[src/include/gtm_consts.vh]
// constants for the gated elapsed timer: register map, fields, resets, timing
`ifndef GTM_CONSTS_VH
`define GTM_CONSTS_VH

// register byte offsets on the apb bus
`define GTM_CTRL_OFFSET 12'h000
`define GTM_PRESET_OFFSET 12'h004
`define GTM_CMD_OFFSET 12'h008
`define GTM_STATUS_OFFSET 12'h00c
`define GTM_DISPLAY_OFFSET 12'h010
`define GTM_MEASURE_OFFSET 12'h014

// control register fields
`define GTM_CTRL_MODE_LSB 0
`define GTM_CTRL_MODE_MSB 3
`define GTM_CTRL_RST_PRESET_BIT 4
`define GTM_CTRL_STOP_ZERO_BIT 5

// command register fields (write only, self clearing)
`define GTM_CMD_RESET_BIT 0
`define GTM_CMD_PRESET_BIT 1

// status register fields
`define GTM_STAT_COUNTING_BIT 0
`define GTM_STAT_ARMED_BIT 1
`define GTM_STAT_TIMING_BIT 2
`define GTM_STAT_AT_ZERO_BIT 3
`define GTM_STAT_MODE_LSB 4
`define GTM_STAT_MODE_MSB 7

// reset values
`define GTM_CTRL_RESET 6'h00
`define GTM_PRESET_RESET 32'h00000000

// operating mode codes
`define GTM_MODE_ACCUMULATE 4'h0
`define GTM_MODE_INPUT_LENGTH 4'h1
`define GTM_MODE_REPEATING_PULSE 4'h2
`define GTM_MODE_SINGLE_SHOT_PULSE 4'h3
`define GTM_MODE_HELD_REPEATING_PULSE 4'h4
`define GTM_MODE_HELD_SINGLE_SHOT_PULSE 4'h5
`define GTM_MODE_START_STOP_UP 4'h6
`define GTM_MODE_START_STOP_DOWN 4'h7
`define GTM_MODE_GATED_DOWN 4'h8
`define GTM_MODE_LAST 4'h8

// timing: one count step per time unit
`define GTM_CLK_PERIOD_NS 4
`define GTM_TICK_NS 1000000
`define GTM_TICK_CYCLES (`GTM_TICK_NS / `GTM_CLK_PERIOD_NS)

`endif

[src/core/gtm_timer.v]
// gated elapsed timer core with nine operating modes and apb registers
`timescale 1ns/1ps
`include "gtm_consts.vh"

// Function
// - nine modes; all count up except the two down-timing modes
// - accumulate mode: input inactive stops counting, value stays shown
// - accumulate mode: input active resumes from the held value
// - input-length mode: inactive input resets to zero or preset
// - input-length mode: activation starts counting from zero or preset
// - repeating pulse: while inactive, shows the last completed pulse length
// - repeating pulse: each activation clears to zero, ignores preset, times pulse
// - single-shot pulse: if reset beforehand, activation starts from zero or preset
// - single-shot pulse: without a reset, new activation leaves value unchanged
// - held repeating pulse: shown value updates only when the pulse ends or on a reset or preset load
// - held single-shot: as single-shot, shown value updates only at pulse end or on a reset or preset load
// - start/stop up: activation starts; counting stops on stop input or a reset, not on deactivation
// - start/stop up: reset loads zero or preset per setting; restart without reset continues
// - start/stop down: like up timer but decrements, starts from preset
// - gated down: active input counts down from preset or held value
// - gated down: inactive input holds; preset operation, or a reset set to preset, restores preset
// - reset loads zero or preset per setting, preset always in start/stop down; hardware reset follows it
// - down modes: stop-at-zero halts at zero, else runs into negatives
module gtm_timer
#(
  parameter CW = 32,
  parameter TICK_CYCLES = `GTM_TICK_CYCLES
)
(
  input wire CLK,
  input wire RST_N,
  input wire PSEL,
  input wire PENABLE,
  input wire PWRITE,
  input wire [11:0] PADDR,
  input wire [31:0] PWDATA,
  output reg [31:0] PRDATA,
  output reg PREADY,
  output reg PSLVERR,
  input wire TIMING_IN,
  input wire STOP_IN,
  input wire RESET_IN,
  output reg [CW-1:0] ELAPSED,
  output reg RUNNING
);

  localparam [31:0] TICK_LAST = TICK_CYCLES - 1;

  // mode lookups used by several processes
  function is_down;
    input [3:0] m;
    begin
      is_down = (m == `GTM_MODE_START_STOP_DOWN) || (m == `GTM_MODE_GATED_DOWN);
    end
  endfunction

  function is_held;
    input [3:0] m;
    begin
      is_held = (m == `GTM_MODE_HELD_REPEATING_PULSE) ||
                (m == `GTM_MODE_HELD_SINGLE_SHOT_PULSE);
    end
  endfunction

  function is_known;
    input [11:0] a;
    begin
      is_known = (a == `GTM_CTRL_OFFSET) || (a == `GTM_PRESET_OFFSET) ||
                 (a == `GTM_CMD_OFFSET) || (a == `GTM_STATUS_OFFSET) ||
                 (a == `GTM_DISPLAY_OFFSET) || (a == `GTM_MEASURE_OFFSET);
    end
  endfunction

  // synchronised inputs and edge events
  wire timing_level;
  wire timing_rise;
  wire timing_fall;
  wire stop_rise;
  wire reset_rise;

  // timing, stop and reset pins each pass two flops first
  gtm_sync_edge u_sync_timing
  (
    .clk(CLK),
    .rst_n(RST_N),
    .async_in(TIMING_IN),
    .level(timing_level),
    .rise(timing_rise),
    .fall(timing_fall)
  );

  // stop arrives on its own line, never folded into timing
  gtm_sync_edge u_sync_stop
  (
    .clk(CLK),
    .rst_n(RST_N),
    .async_in(STOP_IN),
    .level(),
    .rise(stop_rise),
    .fall()
  );

  gtm_sync_edge u_sync_reset
  (
    .clk(CLK),
    .rst_n(RST_N),
    .async_in(RESET_IN),
    .level(),
    .rise(reset_rise),
    .fall()
  );

  // registers
  reg [5:0] ctrl_reg;
  reg [CW-1:0] preset_reg;
  reg [31:0] tick_cnt_reg;
  reg tick_reg;
  reg signed [CW-1:0] measure_reg;
  reg signed [CW-1:0] measure_next;
  reg [CW-1:0] display_next;
  reg counting_reg;
  reg counting_next;
  reg armed_reg;
  reg armed_next;
  reg [31:0] rdata_next;

  wire [3:0] mode = ctrl_reg[`GTM_CTRL_MODE_MSB:`GTM_CTRL_MODE_LSB];
  wire rst_to_preset = ctrl_reg[`GTM_CTRL_RST_PRESET_BIT];
  wire stop_at_zero = ctrl_reg[`GTM_CTRL_STOP_ZERO_BIT];
  wire setup = PSEL & ~PENABLE;
  wire wr_done = PSEL & PENABLE & PREADY & PWRITE;
  wire ctrl_wr = wr_done && (PADDR == `GTM_CTRL_OFFSET);
  wire cmd_wr = wr_done && (PADDR == `GTM_CMD_OFFSET);
  wire soft_reset = cmd_wr & PWDATA[`GTM_CMD_RESET_BIT];
  wire preset_load = cmd_wr & PWDATA[`GTM_CMD_PRESET_BIT];
  wire any_reset = reset_rise | soft_reset;
  wire down = is_down(mode);
  wire at_zero = (measure_reg == {CW{1'b0}});
  // reset target follows the setting; start/stop down always reloads preset
  wire [CW-1:0] reset_val = (rst_to_preset || mode == `GTM_MODE_START_STOP_DOWN) ?
                            preset_reg : {CW{1'b0}};

  // apb slave: zero-wait answer, pready raised from the setup cycle
  always @(posedge CLK)
  begin
    if (!RST_N)
    begin
      PREADY <= 1'b0;
      PSLVERR <= 1'b0;
      PRDATA <= 32'h00000000;
      ctrl_reg <= `GTM_CTRL_RESET;
      preset_reg <= `GTM_PRESET_RESET;
    end
    else
    begin
      PREADY <= setup;
      PSLVERR <= setup & ~is_known(PADDR);
      if (setup)
        PRDATA <= rdata_next;
      // unknown mode codes are dropped so the core never sees them
      if (ctrl_wr)
      begin
        if (PWDATA[`GTM_CTRL_MODE_MSB:`GTM_CTRL_MODE_LSB] <= `GTM_MODE_LAST)
          ctrl_reg <= PWDATA[5:0];
        else
          ctrl_reg <= {PWDATA[5:4], mode};
      end
      if (wr_done && PADDR == `GTM_PRESET_OFFSET)
        preset_reg <= PWDATA[CW-1:0];
    end
  end

  // read mux, sampled during setup so data stands through the access phase
  always @*
  begin
    rdata_next = 32'h00000000;
    case (PADDR)
      `GTM_CTRL_OFFSET: rdata_next = {26'h0000000, ctrl_reg};
      `GTM_PRESET_OFFSET: rdata_next = preset_reg;
      `GTM_STATUS_OFFSET:
      begin
        rdata_next[`GTM_STAT_COUNTING_BIT] = counting_reg;
        rdata_next[`GTM_STAT_ARMED_BIT] = armed_reg;
        rdata_next[`GTM_STAT_TIMING_BIT] = timing_level;
        rdata_next[`GTM_STAT_AT_ZERO_BIT] = at_zero;
        rdata_next[`GTM_STAT_MODE_MSB:`GTM_STAT_MODE_LSB] = mode;
      end
      `GTM_DISPLAY_OFFSET: rdata_next = ELAPSED;
      `GTM_MEASURE_OFFSET: rdata_next = measure_reg;
      default: rdata_next = 32'h00000000;
    endcase
  end

  // time base: one tick per time unit, free running so phase is not reset per pulse
  always @(posedge CLK)
  begin
    if (!RST_N)
    begin
      tick_cnt_reg <= 32'h00000000;
      tick_reg <= 1'b0;
    end
    else if (tick_cnt_reg >= TICK_LAST)
    begin
      tick_cnt_reg <= 32'h00000000;
      tick_reg <= 1'b1;
    end
    else
    begin
      tick_cnt_reg <= tick_cnt_reg + 32'h00000001;
      tick_reg <= 1'b0;
    end
  end

  // mode behaviour: decides counting, arming and the measuring value
  always @*
  begin
    counting_next = counting_reg;
    armed_next = armed_reg;
    measure_next = measure_reg;
    // count step; down modes decrement, everything else counts up
    if (counting_reg && tick_reg)
    begin
      if (down)
      begin
        if (!(stop_at_zero && at_zero))
          measure_next = measure_reg - {{(CW-1){1'b0}}, 1'b1};
      end
      else
        measure_next = measure_reg + {{(CW-1){1'b0}}, 1'b1};
    end
    case (mode)
      `GTM_MODE_ACCUMULATE:
      begin
        // counting tracks the input, value kept between active periods
        counting_next = timing_level;
      end
      `GTM_MODE_INPUT_LENGTH:
      begin
        counting_next = timing_level;
        if (!timing_level)
          measure_next = reset_val;
        else if (timing_rise)
          measure_next = reset_val;
      end
      `GTM_MODE_REPEATING_PULSE, `GTM_MODE_HELD_REPEATING_PULSE:
      begin
        if (timing_rise)
        begin
          measure_next = {CW{1'b0}}; // preset ignored here
          counting_next = 1'b1;
        end
        else if (timing_fall)
          counting_next = 1'b0; // last pulse stays as the result
      end
      `GTM_MODE_SINGLE_SHOT_PULSE, `GTM_MODE_HELD_SINGLE_SHOT_PULSE:
      begin
        if (timing_rise && armed_reg)
        begin
          measure_next = reset_val;
          counting_next = 1'b1;
          armed_next = 1'b0;
        end
        else if (timing_fall)
          counting_next = 1'b0;
        // unarmed activation changes nothing
      end
      `GTM_MODE_START_STOP_UP, `GTM_MODE_START_STOP_DOWN:
      begin
        // stop wins if both edges meet in one cycle
        if (stop_rise)
          counting_next = 1'b0;
        else if (timing_rise)
          counting_next = 1'b1; // continues from held value
        if (down && stop_at_zero && at_zero)
          counting_next = 1'b0;
      end
      `GTM_MODE_GATED_DOWN:
      begin
        // holds while inactive, counts down while active
        counting_next = timing_level;
      end
      default:
      begin
        counting_next = 1'b0;
      end
    endcase
    // explicit preset restores the preset value
    if (preset_load)
      measure_next = preset_reg;
    // reset pin and soft reset load zero or preset and re-arm
    if (any_reset)
    begin
      measure_next = reset_val;
      armed_next = 1'b1;
      if (mode != `GTM_MODE_ACCUMULATE && mode != `GTM_MODE_INPUT_LENGTH &&
          mode != `GTM_MODE_GATED_DOWN)
        counting_next = 1'b0;
    end
    // a mode change abandons any run in progress
    if (ctrl_wr)
      counting_next = 1'b0;
  end

  // displayed value: live for most modes, captured at pulse end for held ones
  always @*
  begin
    display_next = ELAPSED;
    if (!is_held(mode))
      display_next = measure_next;
    else if (timing_fall && counting_reg)
      display_next = measure_reg;
    else if (any_reset || preset_load)
      display_next = measure_next;
  end

  // state registers and outputs, all straight from flops
  always @(posedge CLK)
  begin
    if (!RST_N)
    begin
      measure_reg <= {CW{1'b0}};
      counting_reg <= 1'b0;
      armed_reg <= 1'b1;
      ELAPSED <= {CW{1'b0}};
      RUNNING <= 1'b0;
    end
    else
    begin
      measure_reg <= measure_next;
      counting_reg <= counting_next;
      armed_reg <= armed_next;
      ELAPSED <= display_next;
      RUNNING <= counting_next;
    end
  end

endmodule

[src/core/gtm_sync_edge.v]
// two-flop synchroniser with activation and deactivation edge pulses
`timescale 1ns/1ps

module gtm_sync_edge
(
  input wire clk,
  input wire rst_n,
  input wire async_in,
  output wire level,
  output wire rise,
  output wire fall
);

  reg meta_reg;
  reg sync_reg;
  reg last_reg;

  // meta_reg feeds only sync_reg; edges are taken from the later stages
  always @(posedge clk)
  begin
    if (!rst_n)
    begin
      meta_reg <= 1'b0;
      sync_reg <= 1'b0;
      last_reg <= 1'b0;
    end
    else
    begin
      meta_reg <= async_in;
      sync_reg <= meta_reg;
      last_reg <= sync_reg;
    end
  end

  // single-cycle events for the mode logic
  assign level = sync_reg;
  assign rise = sync_reg & ~last_reg;
  assign fall = ~sync_reg & last_reg;

endmodule

[config.mk]
export PLATFORM = sky130hd
export DESIGN_NAME = gtm_timer
export DESIGN_NICKNAME = d
export VERILOG_FILES = /design/src/core/gtm_timer.v /design/src/core/gtm_sync_edge.v
export VERILOG_INCLUDE_DIRS = /design/src /design/src/include
export SDC_FILE = /design/constraint.sdc
export NUM_CORES = 1
export LEC_CHECK = 0
export BUFFER_PORTS_ARGS = -buffer_cell sky130_fd_sc_hd__buf_4
export CAP_MARGIN = 10
export CORE_MARGIN = 2
export CORE_UTILIZATION = 40
export CTS_CLUSTER_SIZE = 16
export DETAILED_ROUTE_END_ITERATION = 8
export GPL_TIMING_DRIVEN = 0
export PLACE_DENSITY = 0.67
export SYNTH_ARGS = -nofsm -noshare
export SYNTH_HDL_FRONTEND = slang
export SYNTH_HIERARCHICAL = 1
export SYNTH_SLANG_ARGS = --single-unit
[constraint.sdc]
create_clock -name CLK -period 3.2 [get_ports CLK]
set_input_delay 0.32 -clock CLK [delete_from_list [all_inputs] [get_ports CLK]]
set_output_delay 0.32 -clock CLK [all_outputs]
set_load 0.05 [all_outputs]
==> out/qor.yml, run 1 <==
power_and_ir_drop:
  vdd_drop_max_uv: 296
  p_leak_nw: 4.23
  p_total_mw: 4.80
  powerDensity_nw_per_um2: 420
timing:
  setup_ws_ps: 87.4
  fin_crit_sh_pct: 97.3
  final_max_slew_viol_count: 0
  setup_viol: 0
  tns_ps: 0
  tightest_slew_ps: 866
  maxSlewHeadroom_pct: 41.8
  finalHoldViolCount: 0
  post-route-min-period_ps: 3110
  fmax_mhz: 321
  skew_ps: 15.0
final_layout:
  stdcell_area_um2: 11400
  fin_util_pct: 50.2
  synthToLayoutAreaGrowth_pct: 22.7
  n_antenna_cell: 0
  mostFrequentLayoutCell: "dfxtp_1"
  final_cell_mix: "dfxtp_1 (180), nand2_1 (152), buf_4 (127), a21oi_1 (115), nor2_1 (114)"
  drive_gt1_share_pct: 18.0
  fillers: 2229
  num-nets-final: 1373
setup_path:
  worstPathCellList: "buf_4 -> or4_4 -> nand2b_4 -> buf_6 -> or4_4 -> a211oi_2 -> xor2_1 -> a21oi_1 -> or3_4 -> a21oi_1"
  crit_type: "register to register"
  reg2regPathDepth: 10
  path_depth: 10
  cpPeakStageDelay_ps: 540
  crit_family: "simple AND/OR/NAND/NOR gates"
  cp-start-kind: "register"
  slowest_stage: "or4_4"
  worstPathBufferInverterCount: 2
  worstPathArrival_ps: 3490
  crit_path_max_fanout: 10
  crit_path_end_kind: "register"
  crit_required_ps: 3580
clocking:
  cts_hold_buffers: 0
  cts.sinks: 180
  cts_tree: "yes"
  cts_max_path_buffers: 2
  h-tree-depth: 4
  clk_pin_slew_ps: 80
  cts-buffers-inserted: 17
  clock_latency_ps: 450
  cts-root-buf: "clkbuf_16"
drt:
  wl_per_cell_um: 21.3
  vias: 9846
  drt-initial-drc-count: 1075
  drt-total-wl_mm: 35.0
  via_per_inst: 5.99
  ant_nets: 0
  drc: 0
  drt-pass1-iter-count: 5
global_route:
  grt_util_all_layers_pct: 28.3
  grt_first_pass_wirelength_mm: 52.7
  gr-total-overflow: 0
  first_global_vias: 9154
  grt_max_degree: 21
  antenna_found_initial: 0
die:
  io_pins: 119
  design.die.area_um2: 24500
  core_um2: 22800
  die_width_um: 157
  dieHeight_um: 157
  start_util_pct: 40.9
  rows: 55
logic_synthesis:
  syn_area_um2: 9320
  syn_inst: 1162
  syn_area_per_cell_um2: 8.02
  ys_warn_count: 6
run_status:
  status: "finished clean"
placement:
  place_worst_setup_slack_ps: -593
  routabilityCongestion: 0.971
  hpwl_mm: 25.4
  numPortBuffers: 117
  place_area_um2: 10700
worst_hold_path:
  hold_depth: 2
  hold_path.class: "input port to register"
flow_run:
  maxCapViolCount: 0
[power by group]
part	switching [mW]	total, mW	internal, mW
logic	0.183	0.275	0.0923
registers	0.0102	2.27	2.26
clock network	1.12	2.26	1.15
total	1.31	4.80	3.50
[per-layer routing]
layer | routed length, um | global-route usage [%] | vias to the layer above | part of all wire (%)
li1 | - | - | 4501 | -
met1 | 14400 | 36.8 | 4677 | 41
met2 | 15700 | 44.5 | 563 | 45
met3 | 3550 | 7.45 | 105 | 10
met4 | 1370 | 12.1 | 0 | 3.9
met5 | 0 | 0 | - | 0
[metrics by stage]
stage                     hold WS (ps)  instances
after floorplan                    412       1175
after global placement             421       1605
after detailed placement           423       1607
after CTS                         77.0       1642
after global routing              80.7       1643
final                             82.5       1643
[path summary, 6_finish.rpt]
path,start,endpoint,slack [ps]
max,measure_reg[14],ELAPSED[17],90
min,STOP_IN,u_sync_stop/meta_reg,80
max reg2reg,measure_reg[14],ELAPSED[17],90
min reg2reg,u_sync_stop/meta_reg,u_sync_stop/level,440
[final cells by class]
class,instances,area [um2],share of cell area (%)
multi-input combinational,885,5420,47.4
sequential,180,3600,31.5
timing repair buffer,126,943,8.25
clock buffer,17,425,3.72
buffer,95,403,3.52
tap,313,392,3.42
clock inverter,15,208,1.82
inverter,12,45.0,0.394
[worst reg2reg max path: cells and delay by family (launching register included)]
kind / cells / cell delay [ps]
buf+inv: 2 / 300
simple gates: 4 / 1650
xor+xnor: 1 / 280
flops: 1 / 300
compound gates: 3 / 500
[timing repair]
action / 4_1_cts / 5_1_grt
endpoints found under the setup margin: 56 / 58
buffers inserted: 3 / 4
gates cloned: 0 / 0
resized for setup: 8 / 31
pin swaps: 1 / 1
Note: power is estimated with default switching activity, not from simulation.
==> inputs of run 2 (changes only) <==
--- a/config.mk
+++ b/config.mk
@@ -14,6 +14,7 @@
 export DETAILED_ROUTE_END_ITERATION = 8
 export GPL_TIMING_DRIVEN = 0
 export PLACE_DENSITY = 0.67
+export SETUP_SLACK_MARGIN = 0.4
 export SYNTH_ARGS = -nofsm -noshare
 export SYNTH_HDL_FRONTEND = slang
 export SYNTH_HIERARCHICAL = 1
==> run 2 against run 1 <==
  * Global-route usage is 0.60 points higher
  * Sequential power hardly changed
  * Fmax is 5.6% higher
  * Power is 0.26% higher
  * Largest power group unchanged
  * Cell count is 3.2% higher
  * First-iteration DRC count is 15% higher
  * Cell area is 8.4% higher
  * Clock skew is 2.3 ps lower
==> out/qor.yml, run 2 (synthesized netlist as in run 1, its figures left out) <==
run_status:
  status: "finished clean"  # unchanged
global_route:
  gr-total-overflow: 0  # unchanged
  use_met2_pct: 45.5  # was 44.5%
  first_global_vias: 9372  # was 9154
  use_met1_pct: 37.3  # was 36.8%
  grt_max_degree: 21  # unchanged
  grt_util_all_layers_pct: 28.9  # was 28.3%
  grt_first_pass_wirelength_mm: 53.9  # was 52.7 mm
  antenna_found_initial: 0  # unchanged
  met3_usage_pct: 7.53  # was 7.45%
  top_usage_layer: "met2"  # unchanged
timing:
  skew_ps: 12.8  # was 15.0 ps
  tightest_slew_ps: 926  # was 866 ps
  grt_setup_unrepaired: "true"
  finalHoldViolCount: 0  # unchanged
  fmax_mhz: 339  # was 321 MHz
  setup_ws_ps: 252  # was 87.4 ps
  whs_ps: 78.3  # was 82.5 ps
  post-route-min-period_ps: 2950  # was 3110 ps
  final_max_slew_viol_count: 0  # unchanged
  maxSlewHeadroom_pct: 38.3  # was 41.8%
  fin_crit_sh_pct: 92.1  # was 97.3%
  setup_viol: 0  # unchanged
die:
  design.die.area_um2: 24500  # unchanged
  io_pins: 119  # unchanged
  rows: 55  # unchanged
  core_um2: 22800  # unchanged
  start_util_pct: 40.9  # unchanged
  die_width_um: 157  # unchanged
  dieHeight_um: 157  # unchanged
worst_hold_path:
  min_from: "STOP_IN"  # unchanged
  hold_path.class: "input port to register"  # unchanged
clocking:
  cts_max_path_buffers: 2  # unchanged
  clk_pin_slew_ps: 80  # about the same
  cts.sinks: 180  # unchanged
  h-tree-depth: 4  # unchanged
  cts-root-buf: "clkbuf_16"  # unchanged
  cts_tree: "yes"  # unchanged
  cts-buffers-inserted: 17  # unchanged
  clock_latency_ps: 450  # about the same
drt:
  ant_nets: 0  # unchanged
  drt-total-wl_mm: 36.5  # was 35.0 mm
  vias: 10100  # was 9846
  via_per_inst: 5.98  # was 5.99
  wl_per_cell_um: 21.5  # was 21.3 um
  drt-initial-drc-count: 1232  # was 1075
  drc: 0  # unchanged
  drt-pass1-iter-count: 6  # was 5
final_layout:
  n_antenna_cell: 0  # unchanged
  drive_gt1_share_pct: 27.5  # was 18.0%
  mostFrequentLayoutCell: "dfxtp_1"  # unchanged
  stdcell_area_um2: 12400  # was 11400 um2
  final_cell_mix: "dfxtp_1 (171), buf_4 (165), nand2_1 (148), nor2_1 (112), a21oi_1 (105)"  # was dfxtp_1 (180), nand2_1 (152), buf_4 (127), a21oi_1 (115), nor2_1 (114)
  synthToLayoutAreaGrowth_pct: 33.1  # was 22.7%
  num-nets-final: 1426  # was 1373
placement:
  place_area_um2: 10700  # unchanged
  hpwl_mm: 25.4  # unchanged
  numPortBuffers: 117  # unchanged
  routabilityCongestion: 0.971  # unchanged
  place_worst_setup_slack_ps: -593  # unchanged
setup_path:
  crit_type: "register to register"  # unchanged
  worstPathArrival_ps: 3330  # was 3490 ps
  crit_path_end_kind: "register"  # unchanged
  r2r_start: "measure_reg[15]"  # was measure_reg[14]
  worstSetupStartpoint: "measure_reg[15]"  # was measure_reg[14]
  r2r_slack_ps: 250  # was 90 ps
  crit_required_ps: 3580  # about the same
  timing.rr.end: "ELAPSED[9]"  # was ELAPSED[17]
  crit_path_max_fanout: 6  # was 10
  endpoint: "ELAPSED[9]"  # was ELAPSED[17]
  cp-start-kind: "register"  # unchanged
  reg2regPathDepth: 13  # was 10
power_and_ir_drop:
  vdd_drop_max_uv: 293  # was 296 uV
  powerDensity_nw_per_um2: 388  # was 420 nW/um2
  p_leak_nw: 4.72  # was 4.23 nW
flow_run:
  maxCapViolCount: 0  # unchanged
==> run 2: worst min-delay path by stage <==
| stage | to | slack, ps | depth (start not counted) |
|---|---|---|---|
| after floorplan | u_sync_reset/level | 410 | 1 |
| after global placement | u_sync_timing/level | 420 | 1 |
| after detailed placement | u_sync_timing/level | 420 | 1 |
| after CTS | u_sync_timing/meta_reg | 80 | 2 |
| after global routing | u_sync_timing/meta_reg | 80 | 2 |
| final | u_sync_stop/meta_reg | 80 | 2 |
==> run 2: metrics by stage <==
stage,util [%],TNS [ps],cells,power [mW]
after CTS,51.5,0,1667,4.81
after detailed placement,46.8,-38980,1607,2.59
final,54.4,0,1696,4.82
after global placement,46.7,-50900,1605,2.58
after global routing,54.4,0,1696,4.95
after floorplan,-,0,1175,2.45
==> run 2: critical path, cell delays in order (launching register included) <==
cell	delay (ps)
dfxtp_2	320
buf_6	120
or4_4	530
nand2b_4	160
buf_8	130
buf_6	120
nor4_4	360
buf_6	190
nor3_4	50
xor2_1	230
buf_4	150
a21oi_2	40
or3_1	330
a21oi_2	150
==> run 2: repair_timing <==
item | CTS | global route
endpoints found under the setup margin | 96 | 80
pin swaps | 19 | 55
hold buffers | 0 | 0
cloned | 0 | 2
gates resized for setup | 67 | 131
setup buffers | 28 | 27
==> run 2: final cells by class <==
| type | count | area [um2] |
|---|---|---|
| clock inverter | 15 | 208 |
| clock buffer | 17 | 425 |
| fill | 2132 | 10400 |
| inverter | 12 | 45.0 |
| buffer | 98 | 518 |
| tap | 313 | 392 |
| sequential | 180 | 3620 |
| timing repair buffer | 176 | 1380 |
| multi-input combinational | 885 | 5820 |
==> run 2: routing by layer <==
metal	share of wire (%)	routed length (um)
met4	4.4	1610
met3	10	3740
met2	45	16500
met1	40	14600
met5	0	0
==> run 2: where the power goes <==
part / switching, mW / internal, mW / total [mW] / leakage, nW
combinational: 0.193 / 0.102 / 0.295 / 2.96
clock: 1.11 / 1.14 / 2.26 / 0.300
sequential: 0.00998 / 2.26 / 2.27 / 1.46
==> inputs of run 3 (changes only) <==
--- a/config.mk
+++ b/config.mk
@@ -6,6 +6,7 @@
 export SDC_FILE = /design/constraint.sdc
 export NUM_CORES = 1
 export LEC_CHECK = 0
+export ABC_AREA = 1
 export BUFFER_PORTS_ARGS = -buffer_cell sky130_fd_sc_hd__buf_4
 export CAP_MARGIN = 10
 export CORE_MARGIN = 2
==> run 3 against run 2 <==
  * Sequential power grew 3%
  * Fmax grew 14%
  * Non-clock buffer count shrank 84
  * Core utilization shrank 5.3 points
  * Die area grew 2.0%
  * Highest routed layer unchanged
  * Cell area shrank 7.3%
  * Largest cell class unchanged
  * Combinational power grew 66%
  * Worst hold slack lost 30 ps
  * Global-route usage grew 0.99 points
==> out/qor.yml, run 3 <==
run_status:
  status: "finished clean"  # unchanged
die:
  dieHeight_um: 158  # was 157 um
  start_util_pct: 40.6  # was 40.9%
  rows: 56  # was 55
  die_width_um: 158  # was 157 um
  design.die.area_um2: 25000  # was 24500 um2
  io_pins: 119  # unchanged
  core_um2: 23400  # was 22800 um2
timing:
  grt_setup_unrepaired: "false"  # was true
  post-route-min-period_ps: 2580  # was 2950 ps
  skew_ps: 19.0  # was 12.8 ps
  finalHoldViolCount: 0  # unchanged
  fmax_mhz: 388  # was 339 MHz
  tns_ps: 0  # unchanged
  setup_viol: 0  # unchanged
  final_max_slew_viol_count: 0  # unchanged
  maxSlewHeadroom_pct: 44.6  # was 38.3%
  tightest_slew_ps: 832  # was 926 ps
  fin_crit_sh_pct: 80.6  # was 92.1%
setup_path:
  cp-start-kind: "input port"  # was register
  worstPathArrival_ps: 2950  # was 3330 ps
  crit_path_end_kind: "register"  # unchanged
  crit_path_max_fanout: 10  # was 6
  r2r_slack_ps: 640  # was 250 ps
  crit_type: "input port to register"  # was register to register
  crit_required_ps: 3570  # was 3580 ps
logic_synthesis:
  syn_area_per_cell_um2: 6.77  # was 8.02 um2
  syn_inst: 1404  # was 1162
  ys_warn_count: 6  # unchanged
  syn_area_um2: 9510  # was 9320 um2
global_route:
  gr-total-overflow: 0  # unchanged
  top_usage_layer: "met2"  # unchanged
  grt_first_pass_wirelength_mm: 56.3  # was 53.9 mm
  grt_max_degree: 19  # was 21
  grt_util_all_layers_pct: 29.9  # was 28.9%
  use_met1_pct: 39.4  # was 37.3%
  antenna_found_initial: 0  # unchanged
  use_met2_pct: 49.2  # was 45.5%
  met3_usage_pct: 5.20  # was 7.53%
  first_global_vias: 9804  # was 9372
final_layout:
  drive_gt1_share_pct: 15.0  # was 27.5%
  fin_cells: 1885  # was 1696
  mostFrequentLayoutCell: "nand2_1"  # was dfxtp_1
  final_cell_mix: "nand2_1 (264), dfxtp_1 (180), a21oi_1 (174), o21ai_0 (131), nor2_1 (125)"  # was dfxtp_1 (171), buf_4 (165), nand2_1 (148), nor2_1 (112), a21oi_1 (105)
  n_antenna_cell: 0  # unchanged
  synthToLayoutAreaGrowth_pct: 20.9  # was 33.1%
  num-nets-final: 1610  # was 1426
  fillers: 2419  # was 2132
clocking:
  h-tree-depth: 4  # unchanged
  cts-root-buf: "clkbuf_16"  # unchanged
  post-cts-setup-buffers: 0  # was 28
  cts-buffers-inserted: 17  # unchanged
  clk_pin_slew_ps: 80  # about the same
  cts_max_path_buffers: 2  # unchanged
  clock_latency_ps: 450  # about the same
  cts_tree: "yes"  # unchanged
  cts.sinks: 180  # unchanged
power_and_ir_drop:
  vdd_drop_max_uv: 375  # was 293 uV
  powerDensity_nw_per_um2: 447  # was 388 nW/um2
  p_leak_nw: 4.54  # was 4.72 nW
placement:
  routabilityCongestion: 0.980  # was 0.971
  numPortBuffers: 118  # was 117
  placed_cells: 1854  # was 1607
  hpwl_mm: 27.5  # was 25.4 mm
drt:
  drt-initial-drc-count: 1003  # was 1232
  drc: 0  # unchanged
  drt-total-wl_mm: 36.9  # was 36.5 mm
  ant_nets: 0  # unchanged
  vias: 10500  # was 10100
  wl_per_cell_um: 19.6  # was 21.5 um
  via_per_inst: 5.56  # was 5.98
  drt-pass1-iter-count: 7  # was 6
worst_hold_path:
  hold_path.class: "input port to register"  # unchanged
flow_run:
  maxCapViolCount: 0  # unchanged
==> run 3: through the flow <==
step | cell area [um2] | power, mW | util [%] | setup slack (ps) | hold WS (ps)
2_1_floorplan | 9560 | 2.66 | - | 1200 | 390
3_3_place_gp | 10800 | 2.86 | 46.3 | 46.2 | 394
3_5_place_dp | 10800 | 2.86 | 46.3 | 18.4 | 395
4_1_cts | 11500 | 5.14 | 49.1 | 401 | 40.5
5_1_grt | 11500 | 5.29 | 49.1 | 411 | 55.9
6_report | 11500 | 5.14 | 49.1 | 620 | 47.8
==> run 3: layout make-up <==
| type | count | area, um2 | share of cell area (%) |
|---|---|---|---|
| inverters | 142 | 538 | 4.68 |
| repair buffers | 118 | 886 | 7.71 |
| clock buffers | 17 | 425 | 3.70 |
| plain buffers | 72 | 342 | 2.97 |
| flip-flops and latches | 180 | 3600 | 31.3 |
| clock inverters | 14 | 213 | 1.85 |
| well taps | 319 | 399 | 3.47 |
| multi-input cells | 1023 | 5090 | 44.3 |
==> run 3: where the power goes <==
part / switching (mW) / internal (mW)
Sequential: 0.0436 / 2.29
Combinational: 0.336 / 0.154
Clock: 1.05 / 1.27
Total: 1.43 / 3.71
==> run 3: what timing repair did <==
item | in CTS | in global routing
setup endpoints to repair | 0 | 6
gates resized for setup | 0 | 2
endpoints found under the hold margin | 0 | 0
hold buffers | 0 | 0
==> run 3: per-layer routing <==
metal  wire [um]  vias up
li1            -     5043
met1       15800     4912
met2       17100      474
met3        2920       61
met4        1060        0
met5           0        -
==> run 3: worst max-delay path: stages <==
cell,delay (ps)
buf_4,110
nor2_1,120
inv_1,80
nor3_4,320
inv_1,120
nor2_1,380
nand2_1,380
clkbuf_1,440
o221ai_2,410
nand2_1,120
a21oi_1,140
==> run 3: path summary, 6_finish.rpt <==
| path | start | endpoint | cells past startpoint |
|---|---|---|---|
| hold reg to reg | u_sync_reset/meta_reg | u_sync_reset/level | 2 |
| setup reg to reg | measure_reg[0] | ELAPSED[20] | 15 |
| hold / removal | STOP_IN | u_sync_stop/meta_reg | 3 |
| setup / recovery | PADDR[7] | PRDATA[8] | 11 |
